`src/hw/usb_ep_consts.svh`:
```
`ifndef USB_EP_CONSTS_SVH
`define USB_EP_CONSTS_SVH

// I/O offsets of the endpoint registers.
`define EP0_TX_OFS      8'h10
`define EP1_TX_OFS      8'h11
`define USB_CTRL_OFS    8'h13
`define EP0_RX_OFS      8'h14

// Endpoint buffers occupy data memory 0x70 to 0x7F; upper nibble selects them.
`define BUF_REGION      4'h7

// Transmit configuration fields.
`define TX_ERR_BIT      4
`define TX_EP1_ON_BIT   4
`define TX_STALL_BIT    5
`define TX_PID_BIT      6
`define TX_ARMED_BIT    7

// Endpoint-zero receive status fields.
`define RX_SETUP_BIT    0
`define RX_OUT_BIT      1
`define RX_IN_BIT       2
`define RX_TOGGLE_BIT   3

// Control register fields kept by this block.
`define CTRL_AUTO_BIT   3
`define CTRL_ACCEPT_BIT 4

// Reset value of every register.
`define REG_RESET       8'h00

// Byte limits: eight stored bytes, two CRC bytes, ten bytes the most a packet may carry.
`define BUF_MAX_BYTES   4'h8
`define CRC_BYTES       4'h2
`define MAX_RX_COUNT    4'hA
`define RX_COUNT_SAT    4'hF

`endif

```
`src/hw/usb_ep_pkg.sv`:
```
package usb_ep_pkg;

	// Token kinds decoded by the bus protocol engine.
	typedef enum logic [1:0] {TOK_OUT, TOK_IN, TOK_SETUP} tok_t;

	// Handshake the engine is told to send.
	typedef enum logic [1:0] {HS_NONE, HS_ACK, HS_NAK, HS_STALL} hs_t;

	// Receive sequencing of endpoint zero.
	typedef enum logic [1:0] {ST_IDLE, ST_RX_DATA, ST_DRAIN, ST_UPDATE} state_t;

endpackage

```
`src/hw/lowspeed_usb_endpoint_ctrl.sv`:
```
`timescale 1ns/10ps
`include "usb_ep_consts.svh"
// Overview of operation
// Endpoint-zero data is stored, then status updated, then the event raised.
// Any write to receive status clears all bits but the toggle and, during SETUP data, the SETUP flag.
// SETUP sets flag; write-protected during SETUP data; blocks firmware buffer writes.
// Each endpoint-zero OUT or IN token sets OUT-seen or IN-seen, clearing the other; SETUP clears both.
// Toggle captured after SETUP, or after OUT when not stalled and enabled.
// Length field holds received data bytes plus two CRC bytes.
// Length updated for SETUP data, and for enabled unstalled OUT data.
// OUT data stored only with acceptance set, stall and auto reply clear.
// At most eight bytes stored; CRC stored when fewer data bytes.
// Errored or over-long data packets get no handshake.
// SETUP and accepted OUT get ACK; idle OUT NAK; stalled OUT STALL.
// Auto reply: status OUT ACK, other OUT STALL; errored updates toggle only.
// Transmit byte count is four bits; firmware programs zero to eight.
// Data error during SETUP or OUT phase sets the receive-invalid flag.
// Endpoint-zero stall answers IN and OUT with STALL; SETUP clears it.
// Toggle-select picks DATA0 or DATA1 for transmitted data.
// IN is answered with data only while armed.
// Host ACK clears endpoint-zero armed and raises event; SETUP clears armed.
// Endpoint one transmits only, from buffer 0x78 to 0x7F.
// Endpoint one disabled ignores all its traffic.
// Endpoint-one stall answers IN and OUT with STALL until cleared.
// Host ACK clears endpoint-one armed and raises its event.
// Endpoint zero shares one buffer 0x70 to 0x77 for both directions.
// Acceptance cleared after SETUP or ACKed OUT, not after NAKed OUT.
// Status OUT is DATA1 with no data; SETUP clears auto reply.
module lowspeed_usb_endpoint_ctrl #(
	parameter int FIFO_WIDTH = 8,
	parameter int FIFO_DEPTH = 2
) (
	// Clock and reset.
	input  wire logic                 core_clk,
	input  wire logic                 resetn,
	// Firmware I/O register port.
	input  wire logic [7:0]           io_addr,
	input  wire logic                 io_wr,
	input  wire logic [7:0]           io_wdata,
	output logic      [7:0]           io_rdata,
	// Firmware data memory port for the endpoint buffers.
	input  wire logic [7:0]           buf_addr,
	input  wire logic                 buf_wr,
	input  wire logic [7:0]           buf_wdata,
	output logic      [7:0]           buf_rdata,
	// Decoded tokens from the bus protocol engine.
	input  wire logic                 tok_valid,
	input  wire usb_ep_pkg::tok_t     tok_type,
	input  wire logic                 tok_ep,
	// Received data stream, CRC bytes included.
	input  wire logic                 rx_byte_valid,
	input  wire logic [FIFO_WIDTH-1:0] rx_byte,
	output logic                      rx_byte_ready,
	input  wire logic                 rx_end,
	input  wire logic                 rx_err,
	input  wire logic                 rx_pid_one,
	// Handshake request to the engine.
	output logic                      hs_valid,
	output usb_ep_pkg::hs_t           hs_code,
	// Transmit request and buffer fetch.
	output logic                      tx_start,
	output logic                      tx_ep,
	output logic                      tx_pid_one,
	output logic      [3:0]           tx_len,
	input  wire logic [3:0]           tx_rd_addr,
	output logic      [7:0]           tx_rd_data,
	input  wire logic                 host_ack,
	// Endpoint events.
	output logic                      ep0_event,
	output logic                      ep1_event
);

	localparam int PTR_W = (FIFO_DEPTH > 1) ? $clog2(FIFO_DEPTH) : 1;
	localparam int CNT_W = $clog2(FIFO_DEPTH + 1);

	logic [7:0]             ep0_tx;
	logic [7:0]             ep1_tx;
	logic [7:0]             ep0_rx;
	logic [7:0]             usb_ctrl;
	logic [7:0]             ep_buf [16];
	usb_ep_pkg::state_t     state;
	logic                   cur_setup;
	logic                   cur_store;
	logic [3:0]             rx_count;
	logic [3:0]             wr_idx;
	logic                   pkt_err;
	logic                   pkt_crc_err;
	logic                   pkt_pid_one;
	logic                   tx_pend;
	logic                   tx_pend_ep;
	logic                   ev0_pend;
	logic                   ev1_pend;
	logic [FIFO_WIDTH-1:0]  fifo_mem [FIFO_DEPTH];
	logic [PTR_W-1:0]       fifo_wp;
	logic [PTR_W-1:0]       fifo_rp;
	logic [CNT_W-1:0]       fifo_cnt;

	// Decoded events of this cycle.
	logic tok0;
	logic tok1;
	logic setup0;
	logic fw_buf_hit;
	logic fw_buf_wr;
	logic fifo_push;
	logic fifo_pop;
	logic rx_write_hit;
	logic setup_locked;
	logic stall0;
	logic accept;
	logic auto_reply;
	logic status_ok;
	logic upd_toggle;
	logic upd_count;
	logic ack0;
	logic ack1;
	usb_ep_pkg::hs_t next_hs;
	logic next_hs_valid;
	logic next_tx_start;
	logic next_tx_ep;

	assign tok0         = tok_valid && !tok_ep;
	assign tok1         = tok_valid && tok_ep && ep1_tx[`TX_EP1_ON_BIT];
	assign setup0       = tok0 && tok_type == usb_ep_pkg::TOK_SETUP;
	assign fw_buf_hit   = buf_addr[7:4] == `BUF_REGION;
	assign fw_buf_wr    = buf_wr && fw_buf_hit && !ep0_rx[`RX_SETUP_BIT];
	assign rx_write_hit = io_wr && io_addr == `EP0_RX_OFS;
	assign setup_locked = state != usb_ep_pkg::ST_IDLE && cur_setup;
	assign stall0       = ep0_tx[`TX_STALL_BIT];
	assign accept       = usb_ctrl[`CTRL_ACCEPT_BIT];
	assign auto_reply   = usb_ctrl[`CTRL_AUTO_BIT];
	assign status_ok    = pkt_pid_one && rx_count == `CRC_BYTES;
	assign ack0         = host_ack && tx_pend && !tx_pend_ep;
	assign ack1         = host_ack && tx_pend && tx_pend_ep;

	// Firmware writes take the memory first, so the buffer drain stalls for that cycle.
	assign fifo_push     = rx_byte_valid && rx_byte_ready;
	assign fifo_pop      = fifo_cnt != '0 && !fw_buf_wr;
	assign rx_byte_ready = fifo_cnt != CNT_W'(FIFO_DEPTH);

	// Table of replies and updates for data following SETUP or OUT on endpoint zero.
	always_comb begin
		upd_toggle = 1'b0;
		upd_count  = 1'b0;
		next_hs    = usb_ep_pkg::HS_NONE;
		if (cur_setup) begin
			upd_toggle = 1'b1;
			upd_count  = 1'b1;
			next_hs    = usb_ep_pkg::HS_ACK;
		end else if (stall0) begin
			next_hs = usb_ep_pkg::HS_STALL;
		end else if (auto_reply) begin
			upd_toggle = 1'b1;
			upd_count  = !pkt_err;
			next_hs    = status_ok ? usb_ep_pkg::HS_ACK : usb_ep_pkg::HS_STALL;
		end else if (accept) begin
			upd_toggle = 1'b1;
			upd_count  = 1'b1;
			next_hs    = usb_ep_pkg::HS_ACK;
		end else begin
			next_hs = usb_ep_pkg::HS_NAK;
		end
		if (pkt_err) begin
			next_hs = usb_ep_pkg::HS_NONE;
		end
	end

	// Immediate answers to IN tokens and endpoint-one OUT tokens, and the deferred answer after a data packet.
	always_comb begin
		next_hs_valid = 1'b0;
		next_tx_start = 1'b0;
		next_tx_ep    = 1'b0;
		if (state == usb_ep_pkg::ST_UPDATE) begin
			next_hs_valid = next_hs != usb_ep_pkg::HS_NONE;
		end else if (tok0 && tok_type == usb_ep_pkg::TOK_IN) begin
			next_hs_valid = stall0 || !ep0_tx[`TX_ARMED_BIT];
			next_tx_start = !stall0 && ep0_tx[`TX_ARMED_BIT];
		end else if (tok1 && tok_type == usb_ep_pkg::TOK_IN) begin
			next_hs_valid = ep1_tx[`TX_STALL_BIT] || !ep1_tx[`TX_ARMED_BIT];
			next_tx_start = !ep1_tx[`TX_STALL_BIT] && ep1_tx[`TX_ARMED_BIT];
			next_tx_ep    = 1'b1;
		end else if (tok1 && tok_type == usb_ep_pkg::TOK_OUT) begin
			next_hs_valid = ep1_tx[`TX_STALL_BIT];
		end
	end

	// Handshake request outputs to the engine.
	always_ff @(posedge core_clk) begin
		if (!resetn) begin
			hs_valid <= 1'b0;
			hs_code  <= usb_ep_pkg::HS_NONE;
		end else begin
			hs_valid <= next_hs_valid;
			if (state == usb_ep_pkg::ST_UPDATE) begin
				hs_code <= next_hs;
			end else if (tok_ep) begin
				hs_code <= ep1_tx[`TX_STALL_BIT] ? usb_ep_pkg::HS_STALL : usb_ep_pkg::HS_NAK;
			end else begin
				hs_code <= stall0 ? usb_ep_pkg::HS_STALL : usb_ep_pkg::HS_NAK;
			end
		end
	end

	// Transmit start carries the byte count and the toggle picked by firmware.
	always_ff @(posedge core_clk) begin
		if (!resetn) begin
			tx_start   <= 1'b0;
			tx_ep      <= 1'b0;
			tx_pid_one <= 1'b0;
			tx_len     <= 4'h0;
		end else begin
			tx_start <= next_tx_start;
			if (next_tx_start) begin
				tx_ep      <= next_tx_ep;
				tx_pid_one <= next_tx_ep ? ep1_tx[`TX_PID_BIT] : ep0_tx[`TX_PID_BIT];
				tx_len     <= next_tx_ep ? ep1_tx[3:0] : ep0_tx[3:0];
			end
		end
	end

	// A sent packet waits for the host ACK; any new token abandons the wait.
	always_ff @(posedge core_clk) begin
		if (!resetn) begin
			tx_pend    <= 1'b0;
			tx_pend_ep <= 1'b0;
		end else if (tx_start) begin
			tx_pend    <= 1'b1;
			tx_pend_ep <= tx_ep;
		end else if (host_ack || tok_valid) begin
			tx_pend <= 1'b0;
		end
	end

	// Receive sequencing: collect, drain the buffer into memory, then publish status.
	always_ff @(posedge core_clk) begin
		if (!resetn) begin
			state       <= usb_ep_pkg::ST_IDLE;
			cur_setup   <= 1'b0;
			cur_store   <= 1'b0;
			pkt_err     <= 1'b0;
			pkt_crc_err <= 1'b0;
			pkt_pid_one <= 1'b0;
		end else begin
			case (state)
				usb_ep_pkg::ST_IDLE: begin
					if (tok0 && tok_type != usb_ep_pkg::TOK_IN) begin
						state     <= usb_ep_pkg::ST_RX_DATA;
						cur_setup <= setup0;
						cur_store <= setup0 || (accept && !stall0 && !auto_reply);
					end
				end
				usb_ep_pkg::ST_RX_DATA: begin
					if (rx_end) begin
						state       <= usb_ep_pkg::ST_DRAIN;
						pkt_err     <= rx_err || rx_count > `MAX_RX_COUNT;
						pkt_crc_err <= rx_err;
						pkt_pid_one <= rx_pid_one;
					end
				end
				usb_ep_pkg::ST_DRAIN: begin
					if (fifo_cnt == '0) begin
						state <= usb_ep_pkg::ST_UPDATE;
					end
				end
				default: begin
					state <= usb_ep_pkg::ST_IDLE;
				end
			endcase
		end
	end

	// Byte counters: received and drained bytes both saturate at 15; storing stops at eight.
	always_ff @(posedge core_clk) begin
		if (!resetn) begin
			rx_count <= 4'h0;
			wr_idx   <= 4'h0;
		end else if (state == usb_ep_pkg::ST_IDLE) begin
			rx_count <= 4'h0;
			wr_idx   <= 4'h0;
		end else begin
			if (fifo_push && rx_count != `RX_COUNT_SAT) begin
				rx_count <= rx_count + 4'h1;
			end
			if (fifo_pop && wr_idx != `RX_COUNT_SAT) begin
				wr_idx <= wr_idx + 4'h1;
			end
		end
	end

	// Two-entry buffer so a memory stall by firmware loses no received byte.
	always_ff @(posedge core_clk) begin
		if (!resetn) begin
			fifo_wp  <= '0;
			fifo_rp  <= '0;
			fifo_cnt <= '0;
		end else begin
			if (fifo_push) begin
				fifo_mem[fifo_wp] <= rx_byte;
				fifo_wp <= (fifo_wp == PTR_W'(FIFO_DEPTH - 1)) ? '0 : fifo_wp + PTR_W'(1);
			end
			if (fifo_pop) begin
				fifo_rp <= (fifo_rp == PTR_W'(FIFO_DEPTH - 1)) ? '0 : fifo_rp + PTR_W'(1);
			end
			fifo_cnt <= fifo_cnt + CNT_W'(fifo_push) - CNT_W'(fifo_pop);
		end
	end

	// Endpoint buffers; endpoint zero shares its eight bytes for both directions.
	always_ff @(posedge core_clk) begin
		if (fw_buf_wr) begin
			ep_buf[buf_addr[3:0]] <= buf_wdata;
		end else if (fifo_pop && cur_store && wr_idx < `BUF_MAX_BYTES) begin
			ep_buf[{1'b0, wr_idx[2:0]}] <= fifo_mem[fifo_rp];
		end
	end

	// Registered reads for firmware and for the transmitter.
	always_ff @(posedge core_clk) begin
		if (!resetn) begin
			buf_rdata  <= `REG_RESET;
			tx_rd_data <= `REG_RESET;
		end else begin
			buf_rdata  <= fw_buf_hit ? ep_buf[buf_addr[3:0]] : `REG_RESET;
			tx_rd_data <= ep_buf[tx_rd_addr];
		end
	end

	// Endpoint-zero transmit configuration; hardware events win over a write.
	always_ff @(posedge core_clk) begin
		if (!resetn) begin
			ep0_tx <= `REG_RESET;
		end else begin
			if (io_wr && io_addr == `EP0_TX_OFS) begin
				ep0_tx <= io_wdata;
			end
			if (state == usb_ep_pkg::ST_UPDATE && pkt_crc_err) begin
				ep0_tx[`TX_ERR_BIT] <= 1'b1;
			end
			if (ack0) begin
				ep0_tx[`TX_ARMED_BIT] <= 1'b0;
			end
			if (setup0) begin
				ep0_tx[`TX_STALL_BIT] <= 1'b0;
				ep0_tx[`TX_ARMED_BIT] <= 1'b0;
			end
		end
	end

	// Endpoint-one transmit configuration.
	always_ff @(posedge core_clk) begin
		if (!resetn) begin
			ep1_tx <= `REG_RESET;
		end else begin
			if (io_wr && io_addr == `EP1_TX_OFS) begin
				ep1_tx <= io_wdata;
			end
			if (ack1) begin
				ep1_tx[`TX_ARMED_BIT] <= 1'b0;
			end
		end
	end

	// Acceptance and auto reply bits; other bits of this register live elsewhere.
	always_ff @(posedge core_clk) begin
		if (!resetn) begin
			usb_ctrl <= `REG_RESET;
		end else begin
			if (io_wr && io_addr == `USB_CTRL_OFS) begin
				usb_ctrl <= io_wdata & 8'h18;
			end
			if (setup0) begin
				usb_ctrl[`CTRL_AUTO_BIT] <= 1'b0;
			end
			if (state == usb_ep_pkg::ST_UPDATE && (cur_setup || (next_hs == usb_ep_pkg::HS_ACK && !auto_reply))) begin
				usb_ctrl[`CTRL_ACCEPT_BIT] <= 1'b0;
			end
		end
	end

	// Endpoint-zero receive status; a write clears all but the toggle and, during SETUP data, the SETUP flag.
	always_ff @(posedge core_clk) begin
		if (!resetn) begin
			ep0_rx <= `REG_RESET;
		end else begin
			if (rx_write_hit) begin
				ep0_rx[7:4]           <= 4'h0;
				ep0_rx[`RX_IN_BIT]    <= 1'b0;
				ep0_rx[`RX_OUT_BIT]   <= 1'b0;
				ep0_rx[`RX_SETUP_BIT] <= setup_locked && ep0_rx[`RX_SETUP_BIT];
			end
			if (tok0) begin
				ep0_rx[`RX_OUT_BIT] <= tok_type == usb_ep_pkg::TOK_OUT;
				ep0_rx[`RX_IN_BIT]  <= tok_type == usb_ep_pkg::TOK_IN;
			end
			if (setup0) begin
				ep0_rx[`RX_SETUP_BIT] <= 1'b1;
			end
			if (state == usb_ep_pkg::ST_UPDATE && upd_toggle) begin
				ep0_rx[`RX_TOGGLE_BIT] <= pkt_pid_one;
			end
			if (state == usb_ep_pkg::ST_UPDATE && upd_count) begin
				ep0_rx[7:4] <= rx_count;
			end
		end
	end

	// Events follow the status update by one cycle so firmware sees settled status.
	always_ff @(posedge core_clk) begin
		if (!resetn) begin
			ev0_pend  <= 1'b0;
			ev1_pend  <= 1'b0;
			ep0_event <= 1'b0;
			ep1_event <= 1'b0;
		end else begin
			ev0_pend  <= (state == usb_ep_pkg::ST_UPDATE && upd_count) || ack0;
			ev1_pend  <= ack1;
			ep0_event <= ev0_pend;
			ep1_event <= ev1_pend;
		end
	end

	// Register read mux.
	always_ff @(posedge core_clk) begin
		if (!resetn) begin
			io_rdata <= `REG_RESET;
		end else if (io_addr == `EP0_TX_OFS) begin
			io_rdata <= ep0_tx;
		end else if (io_addr == `EP1_TX_OFS) begin
			io_rdata <= ep1_tx;
		end else if (io_addr == `USB_CTRL_OFS) begin
			io_rdata <= usb_ctrl;
		end else if (io_addr == `EP0_RX_OFS) begin
			io_rdata <= ep0_rx;
		end else begin
			io_rdata <= `REG_RESET;
		end
	end

	status_then_event_a: assert property (@(posedge core_clk) disable iff (!resetn)
		state == usb_ep_pkg::ST_UPDATE && upd_count |-> !ep0_event ##2 ep0_event)
		else $error("event did not follow status update");
	rx_write_clear_a: assert property (@(posedge core_clk) disable iff (!resetn)
		rx_write_hit && !tok_valid && state == usb_ep_pkg::ST_IDLE |=> ep0_rx[7:4] == 4'h0 && ep0_rx[2:0] == 3'h0
		&& ep0_rx[`RX_TOGGLE_BIT] == $past(ep0_rx[`RX_TOGGLE_BIT]))
		else $error("status write did not clear");
	setup_flag_a: assert property (@(posedge core_clk) disable iff (!resetn)
		setup0 |=> ep0_rx[`RX_SETUP_BIT] && !ep0_tx[`TX_STALL_BIT] && !ep0_tx[`TX_ARMED_BIT])
		else $error("setup token effects missing");
	token_flags_a: assert property (@(posedge core_clk) disable iff (!resetn)
		tok0 && tok_type == usb_ep_pkg::TOK_IN |=> ep0_rx[`RX_IN_BIT] && !ep0_rx[`RX_OUT_BIT])
		else $error("token flags wrong");
	error_silent_a: assert property (@(posedge core_clk) disable iff (!resetn)
		state == usb_ep_pkg::ST_UPDATE && pkt_err |=> !hs_valid)
		else $error("handshake sent for bad packet");
	ep0_stall_a: assert property (@(posedge core_clk) disable iff (!resetn)
		tok0 && tok_type == usb_ep_pkg::TOK_IN && stall0 && state != usb_ep_pkg::ST_UPDATE
		|=> hs_valid && hs_code == usb_ep_pkg::HS_STALL && !tx_start)
		else $error("stalled IN not stalled");
	armed_only_a: assert property (@(posedge core_clk) disable iff (!resetn)
		tx_start |-> (tx_ep ? $past(ep1_tx[`TX_ARMED_BIT]) : $past(ep0_tx[`TX_ARMED_BIT])))
		else $error("data sent while not armed");
	ack_disarm_a: assert property (@(posedge core_clk) disable iff (!resetn)
		ack0 && !setup0 |=> !ep0_tx[`TX_ARMED_BIT] ##1 ep0_event)
		else $error("ack did not disarm endpoint zero");
	ep1_ignore_a: assert property (@(posedge core_clk) disable iff (!resetn)
		tok_valid && tok_ep && !ep1_tx[`TX_EP1_ON_BIT] && state != usb_ep_pkg::ST_UPDATE |=> !hs_valid && !tx_start)
		else $error("disabled endpoint one answered");

endmodule

```
`config.mk`:
```
export PLATFORM = sky130hd
export DESIGN_NAME = lowspeed_usb_endpoint_ctrl
export DESIGN_NICKNAME = d
export VERILOG_FILES = /design/src/hw/usb_ep_pkg.sv /design/src/hw/lowspeed_usb_endpoint_ctrl.sv
export VERILOG_INCLUDE_DIRS = /design/src /design/src/hw
export SDC_FILE = /design/constraint.sdc
export NUM_CORES = 1
export LEC_CHECK = 0
export BUFFER_PORTS_ARGS = -buffer_cell sky130_fd_sc_hd__buf_2
export CAP_MARGIN = 40
export CORE_MARGIN = 10
export CORE_UTILIZATION = 55
export DETAILED_ROUTE_END_ITERATION = 8
export PLACE_DENSITY_LB_ADDON = 0.25
export SLEW_MARGIN = 20
export SYNTH_ARGS = -nofsm -noshare
export SYNTH_HDL_FRONTEND = slang
export SYNTH_SLANG_ARGS = --single-unit
```
`constraint.sdc`:
```
create_clock -name core_clk -period 3.8 [get_ports core_clk]
set_input_delay 0.95 -clock core_clk [delete_from_list [all_inputs] [get_ports core_clk]]
set_output_delay 0.95 -clock core_clk [all_outputs]
set_load 0.02 [all_outputs]
```
After elaboration in Yosys (flattened, before gate mapping)
Memories as Yosys holds them, arrays and structs flattened. A register that Yosys moved wholly into a read port is not among the register bits. Index checks and enable logic that the tools add are counted. Widths: inputs -> output; s select.

Register bits: 69. Latch bits: 0. RAM bits: 144. ROM bits: 0. Input bits: 57. Output and inout port bits: 37. Logic and storage cells: 202. Memories: 2.

Memories: ep_buf (words 16, width 8, rd ports 2, clocked after memory_dff 2, wr ports 1, line lowspeed_usb_endpoint_ctrl.sv:80) `logic [7:0] ep_buf [16];`; fifo_mem (words 2, width 8, rd ports 1, clocked after memory_dff 1, wr ports 1, line lowspeed_usb_endpoint_ctrl.sv:93) `logic [FIFO_WIDTH-1:0] fifo_mem [FIFO_DEPTH];`.

Add/subtract/negate cells: 6. $mul: 0. Div/mod/pow operators: 0. Order comparisons: 2. Eq/ne operators: 19. Shift-type cells: 0. Muxes and demuxes: 61. Bitwise operators: 1. Reductions and logical operators: 75.

Operator list (count): $mux 8 (5); $mux 1 (38); $logic_and 1x1->1 (35); $eq 8x5->1 const B (4); $mux 2 (11); $mux 4 (4); $reduce_bool 2->1 (8); $logic_not 1->1 (12); $add 4x1->4 const B (2); $ne 2x2->1 const B (4); $ne 4x4->1 const B (2); $reduce_or 2->1 (4); $reduce_or 8->1 (1); $logic_or 1x1->1 (7); $eq 2x1->1 const B (3); $eq 2x2->1 const B (3); $logic_not 2->1 (3); $pmux 2 s3 (1); $reduce_and 2->1 (3); $mux 5 (1); $eq 4x2->1 const B (1); $eq 4x3->1 const B (1); $gt 4x4->1 const B (1); $lt 4x4->1 const B (1); other kinds (8) (9).

Logic depth before layout (Yosys ltp)
Depth in word-level cells: 12. Mapped depth: 9. Mapped depth without buffers: 8.

Least setup slack after synthesis
OpenSTA, ideal clock, no wires.

Path kind: input-to-reg. Start: input buf_addr[5]. End: memory ep_buf[3][0] (enable). Library setup time: 0.370 ns. Arrival: 2.410 ns. Required time: 3.430 ns. Setup slack: 1.019 ns. Cell stages on the path: 5. Buffers on the path: 1. Path through: and4b_1 -> a211oi_1 -> buf_2 -> mux2_2 -> nor2_1.

Longest elaborated chain between the ends: 12. Elaborated cells between the ends (all ways): 15. Classes of those cells: eq/ne: 1; mux: 7; reduce/logical: 7.

Ends and longest elaborated chain: start, declared (line lowspeed_usb_endpoint_ctrl.sv:42) `input wire logic [7:0] buf_addr,`; $eq 4x3->1 (no source line) (*); $logic_and 1x1->1 (*) (2 in a row) (line lowspeed_usb_endpoint_ctrl.sv:125) `` assign fw_buf_wr = buf_wr && fw_buf_hit && !ep0_rx[`RX_SETUP_BIT]; ``; $logic_not 1->1 (line lowspeed_usb_endpoint_ctrl.sv:137) `assign fifo_pop = fifo_cnt != '0 && !fw_buf_wr;`; $logic_and 1x1->1 (line lowspeed_usb_endpoint_ctrl.sv:137); $logic_and 1x1->1 (line lowspeed_usb_endpoint_ctrl.sv:311) `` end else if (fifo_pop && cur_store && wr_idx < `BUF_MAX_BYTES) begin ``; $logic_and 1x1->1 (no source line); $mux 1 (line lowspeed_usb_endpoint_ctrl.sv:311); $mux 1 (line lowspeed_usb_endpoint_ctrl.sv:309) `if (fw_buf_wr) begin`; $mux 1 (not written as such) (line lowspeed_usb_endpoint_ctrl.sv:312) `ep_buf[{1'b0, wr_idx[2:0]}] <= fifo_mem[fifo_rp];`; $reduce_or 8->1 (no source line); $mux 4 (no source line) or $mux 1 (tied branches); end, declared (line lowspeed_usb_endpoint_ctrl.sv:80).

Every way passes the cells marked *; elsewhere a longest branch is shown, timed or not.

Final worst setup path
Start: input buf_addr[5]. End: memory ep_buf[2][3] (enable).

Same word-level chain as after synthesis.

==> reports/results.tsv <==
metric	value	unit
status	finished clean	
Filler Cell Count	1320	
summed instance area of the synthesized netlist	10300	um^2
top flip-flop cell by instance count after synthesis	sky130_fd_sc_hd__edfxtp_1	
pin count of the biggest net entering global routing	36	
register-to-register setup slack	1580	ps
number of buffers added for setup after CTS	0	
die footprint	24600	um^2
WL/cell	23.0	um
largest stage delay on the critical path	590	ps
width of the die	157	um
total leakage power	4.50	nW
worst clock skew on the final layout	28.4	ps
number of routed nets with antenna violations	0	
total routing usage reported by global routing	0.202	
clk buf depth	3	
worst min-delay path category	reg -> reg	
GRT overflow	0	
minimum hold slack	447	ps
Worst-Margin Slew	798	ps
cell row count	49	
final non-filler cell total	1088	
most frequent cells in the layout	sky130_fd_sc_hd__edfxtp_1 (144), sky130_fd_sc_hd__buf_2 (93), sky130_fd_sc_hd__dfxtp_1 (86), sky130_fd_sc_hd__nor2_1 (78)	
Fmax	0.396	GHz
Final Net Count	907	
Core ar.	18200	um^2
antenna violations before repair	1	
total number of yosys warnings	0	
total negative setup slack	0	ps
number of distinct standard cells referenced by the synthesized netlist	64	
number of max-cap violations	0	
endpoint class of the critical path	register	
Total Wirelength	25.0	mm
Root Driver	sky130_fd_sc_hd__clkbuf_16	
share of the synthesized area in compound gates (AO/OA/AOI/OAI)	0.0670	
post-synthesis adder-cell area fraction	0.0109	
final weighted congestion in routability-driven placement	0.900	
I/O pin cnt	94	
detailed-route via count	6826	
vias in the first global route	7053	
count of state elements after synthesis	230	
final setup vio count	0	
TritonRoute pass-1 iters	5	
sequential area share after synthesis	0.587	
power density normalized to cell area	488	nW/um^2
count of buffers from port buffering	93	
Final Max Slew Viols	0	
ratio of cells with drive above 1 in the final layout	0.278	
clock tree from TritonCTS	done	
net switching component of the power	1.39	mW
Post-CTS Resized	0	
number of antenna cells inserted	0	
number of hold violations in the final report	0	
Net Sw Frac	0.240	
maximum level of the CTS H-tree	1	
unrepaired setup endpoints after global routing	false	
kind of start point of the critical path	input pin	
post-layout minimum cycle time	2530	ps
initial core utilization	0.565	
fraction of power consumed by combinational cells	0.109	
count of clock tree sinks	230	
Req. time, crit path	3960	ps
Reg power frac	0.480	
Syn Nets	800	
vias per cell	6.27	
PnR Total Power	5.80	mW
portion of netlist area occupied by mux cells	0.197	
number of buffers created by CTS	24	
CTS Hold Buffers Added	0	
dominant combinational cell family by area after synthesis	multiplexers	
vertical extent of the die	157	um
Detailed Route Iter0 Violations	590	
Crit path arrival time	2680	ps
Slew headroom	0.463	
Mean Syn Cell Area	14.0	um^2
clock share of power	0.411	
slowest CP cell	sky130_fd_sc_hd__nor2_1	
basic-gate share of the synthesized area counting and, or, nand and nor cells	0.109	
Synth Area in XOR/XNOR	0.00511	
fraction of synthesis flops using an asynchronous set or reset pin	0	
Internal	4.41	mW
area growth from synthesis to layout	15.6	%
top fanout value on the critical path	8	
global-route wire length before repair	38.8	mm
VDD IR max	0.360	mV
latest clock arrival within the worst-skew pair	530	ps
total DRC errors in the routed layout	0	
DP Wirelength	17.7	mm
Mapped Cells	734	
list of cells traversed by the critical path	buf_2, and4b_1, a211oi_2, mux2_2, nor2_1	
fin crit share	0.665	
Crit Path Category	in -> reg	
most common library cell in the layout ignoring fill and taps	sky130_fd_sc_hd__edfxtp_1	
number of placed cells counting well taps	1041	
number of enable flip-flop cells after synthesis	144	
clock-pin slew on the worst setup and hold paths	60	ps
[kinds of logic after synthesis]
family | Yosys count
AND/OR/NAND/NOR | 212
AO/OA/AOI/OAI | 101
adder cells (fa/ha/maj) | 9
buffers and inverters | 50
flip-flops | 230
multiplexers | 126
XOR/XNOR | 6
[per-layer routing]
| metal | GRT usage | up-vias | routed length, um |
|---|---|---|---|
| met5 | 0 | - | 7 |
| met4 | 0.0562 | 2 | 599 |
| met3 | 0.0488 | 49 | 2290 |
| met2 | 0.348 | 326 | 12500 |
| met1 | 0.248 | 3367 | 9610 |
| li1 | - | 3082 | - |
[state kept, by name, indices dropped and copies added (netlist names), 2 cells and up, named ones only]
| register | count |
|---|---|
| ep_buf | 128 |
| fifo_mem | 16 |
| buf_rdata | 8 |
| ep0_rx | 8 |
| ep0_tx | 8 |
| ep1_tx | 8 |
| io_rdata | 8 |
| tx_rd_data | 8 |
| rx_count | 4 |
| tx_len | 4 |
| wr_idx | 4 |
| fifo_cnt | 2 |
| hs_code | 2 |
| state | 2 |
| usb_ctrl | 2 |
[through the flow]
stage / setup WS [ps] / utilization / area (um^2)
3_3_place_gp: 769 / 0.607 / 11000
4_1_cts: 1190 / 0.652 / 11900
6_report: 1270 / 0.653 / 11900
5_1_grt: 1180 / 0.653 / 11900
2_1_floorplan: 1020 / - / 10300
3_5_place_dp: 647 / 0.607 / 11000
[Yosys cell counts (all sizes together), types with 7 or more instances]
cell | n | area, um^2
inv | 11 | 41.3
edfxtp | 144 | 4320
clkbuf | 17 | 65.1
nor2b | 21 | 131
mux4 | 61 | 1370
and3 | 8 | 50.1
dfxtp | 86 | 1720
nor3 | 19 | 95.1
o21ai | 9 | 45.0
ha | 9 | 113
a22o | 7 | 61.3
a21oi | 29 | 145
nand3 | 14 | 70.1
nand2 | 15 | 56.3
nand2b | 18 | 120
buf | 22 | 131
o22ai | 15 | 93.8
and2 | 9 | 56.3
nor2 | 78 | 293
mux2i | 61 | 611
[power by group through the flow]
| stage | clock (mW) | combinational [mW] | sequential [mW] |
|---|---|---|---|
| after detailed placement | 0 | 0.629 | 2.84 |
| after floorplan | 0 | 0.446 | 2.83 |
| after global routing | 2.51 | 0.687 | 2.79 |
| after global placement | 0 | 0.596 | 2.83 |
| final | 2.39 | 0.632 | 2.79 |
| after CTS | 2.42 | 0.632 | 2.79 |
[layout make-up]
cell class,instances,area (um^2),share of cell area
Clock buffer,29,681,0.0572
Inverter,11,41.3,0.00347
Multi-Input combinational cell,454,4010,0.337
Clock inverter,15,145,0.0122
Timing Repair Buffer,120,681,0.0572
Tap cell,229,287,0.0241
Sequential cell,230,6050,0.508
[worst paths after layout]
kind	end	cells after the start	from
worst min register to register	ep0_event	1	ev0_pend
worst max-delay path	ep_buf[2][3]	5	buf_addr[5]
worst max register to register	ep_buf[2][3]	4	fifo_cnt[1]
worst min-delay path	ep0_event	1	ev0_pend
[worst max-delay path, delay by kind of cell]
kind	cells	cell delay [ps]
simple gates	2	850
mux	1	400
compound gates	1	370
buf+inv	1	100
No activity file was read; power rests on OpenSTA's default activity.
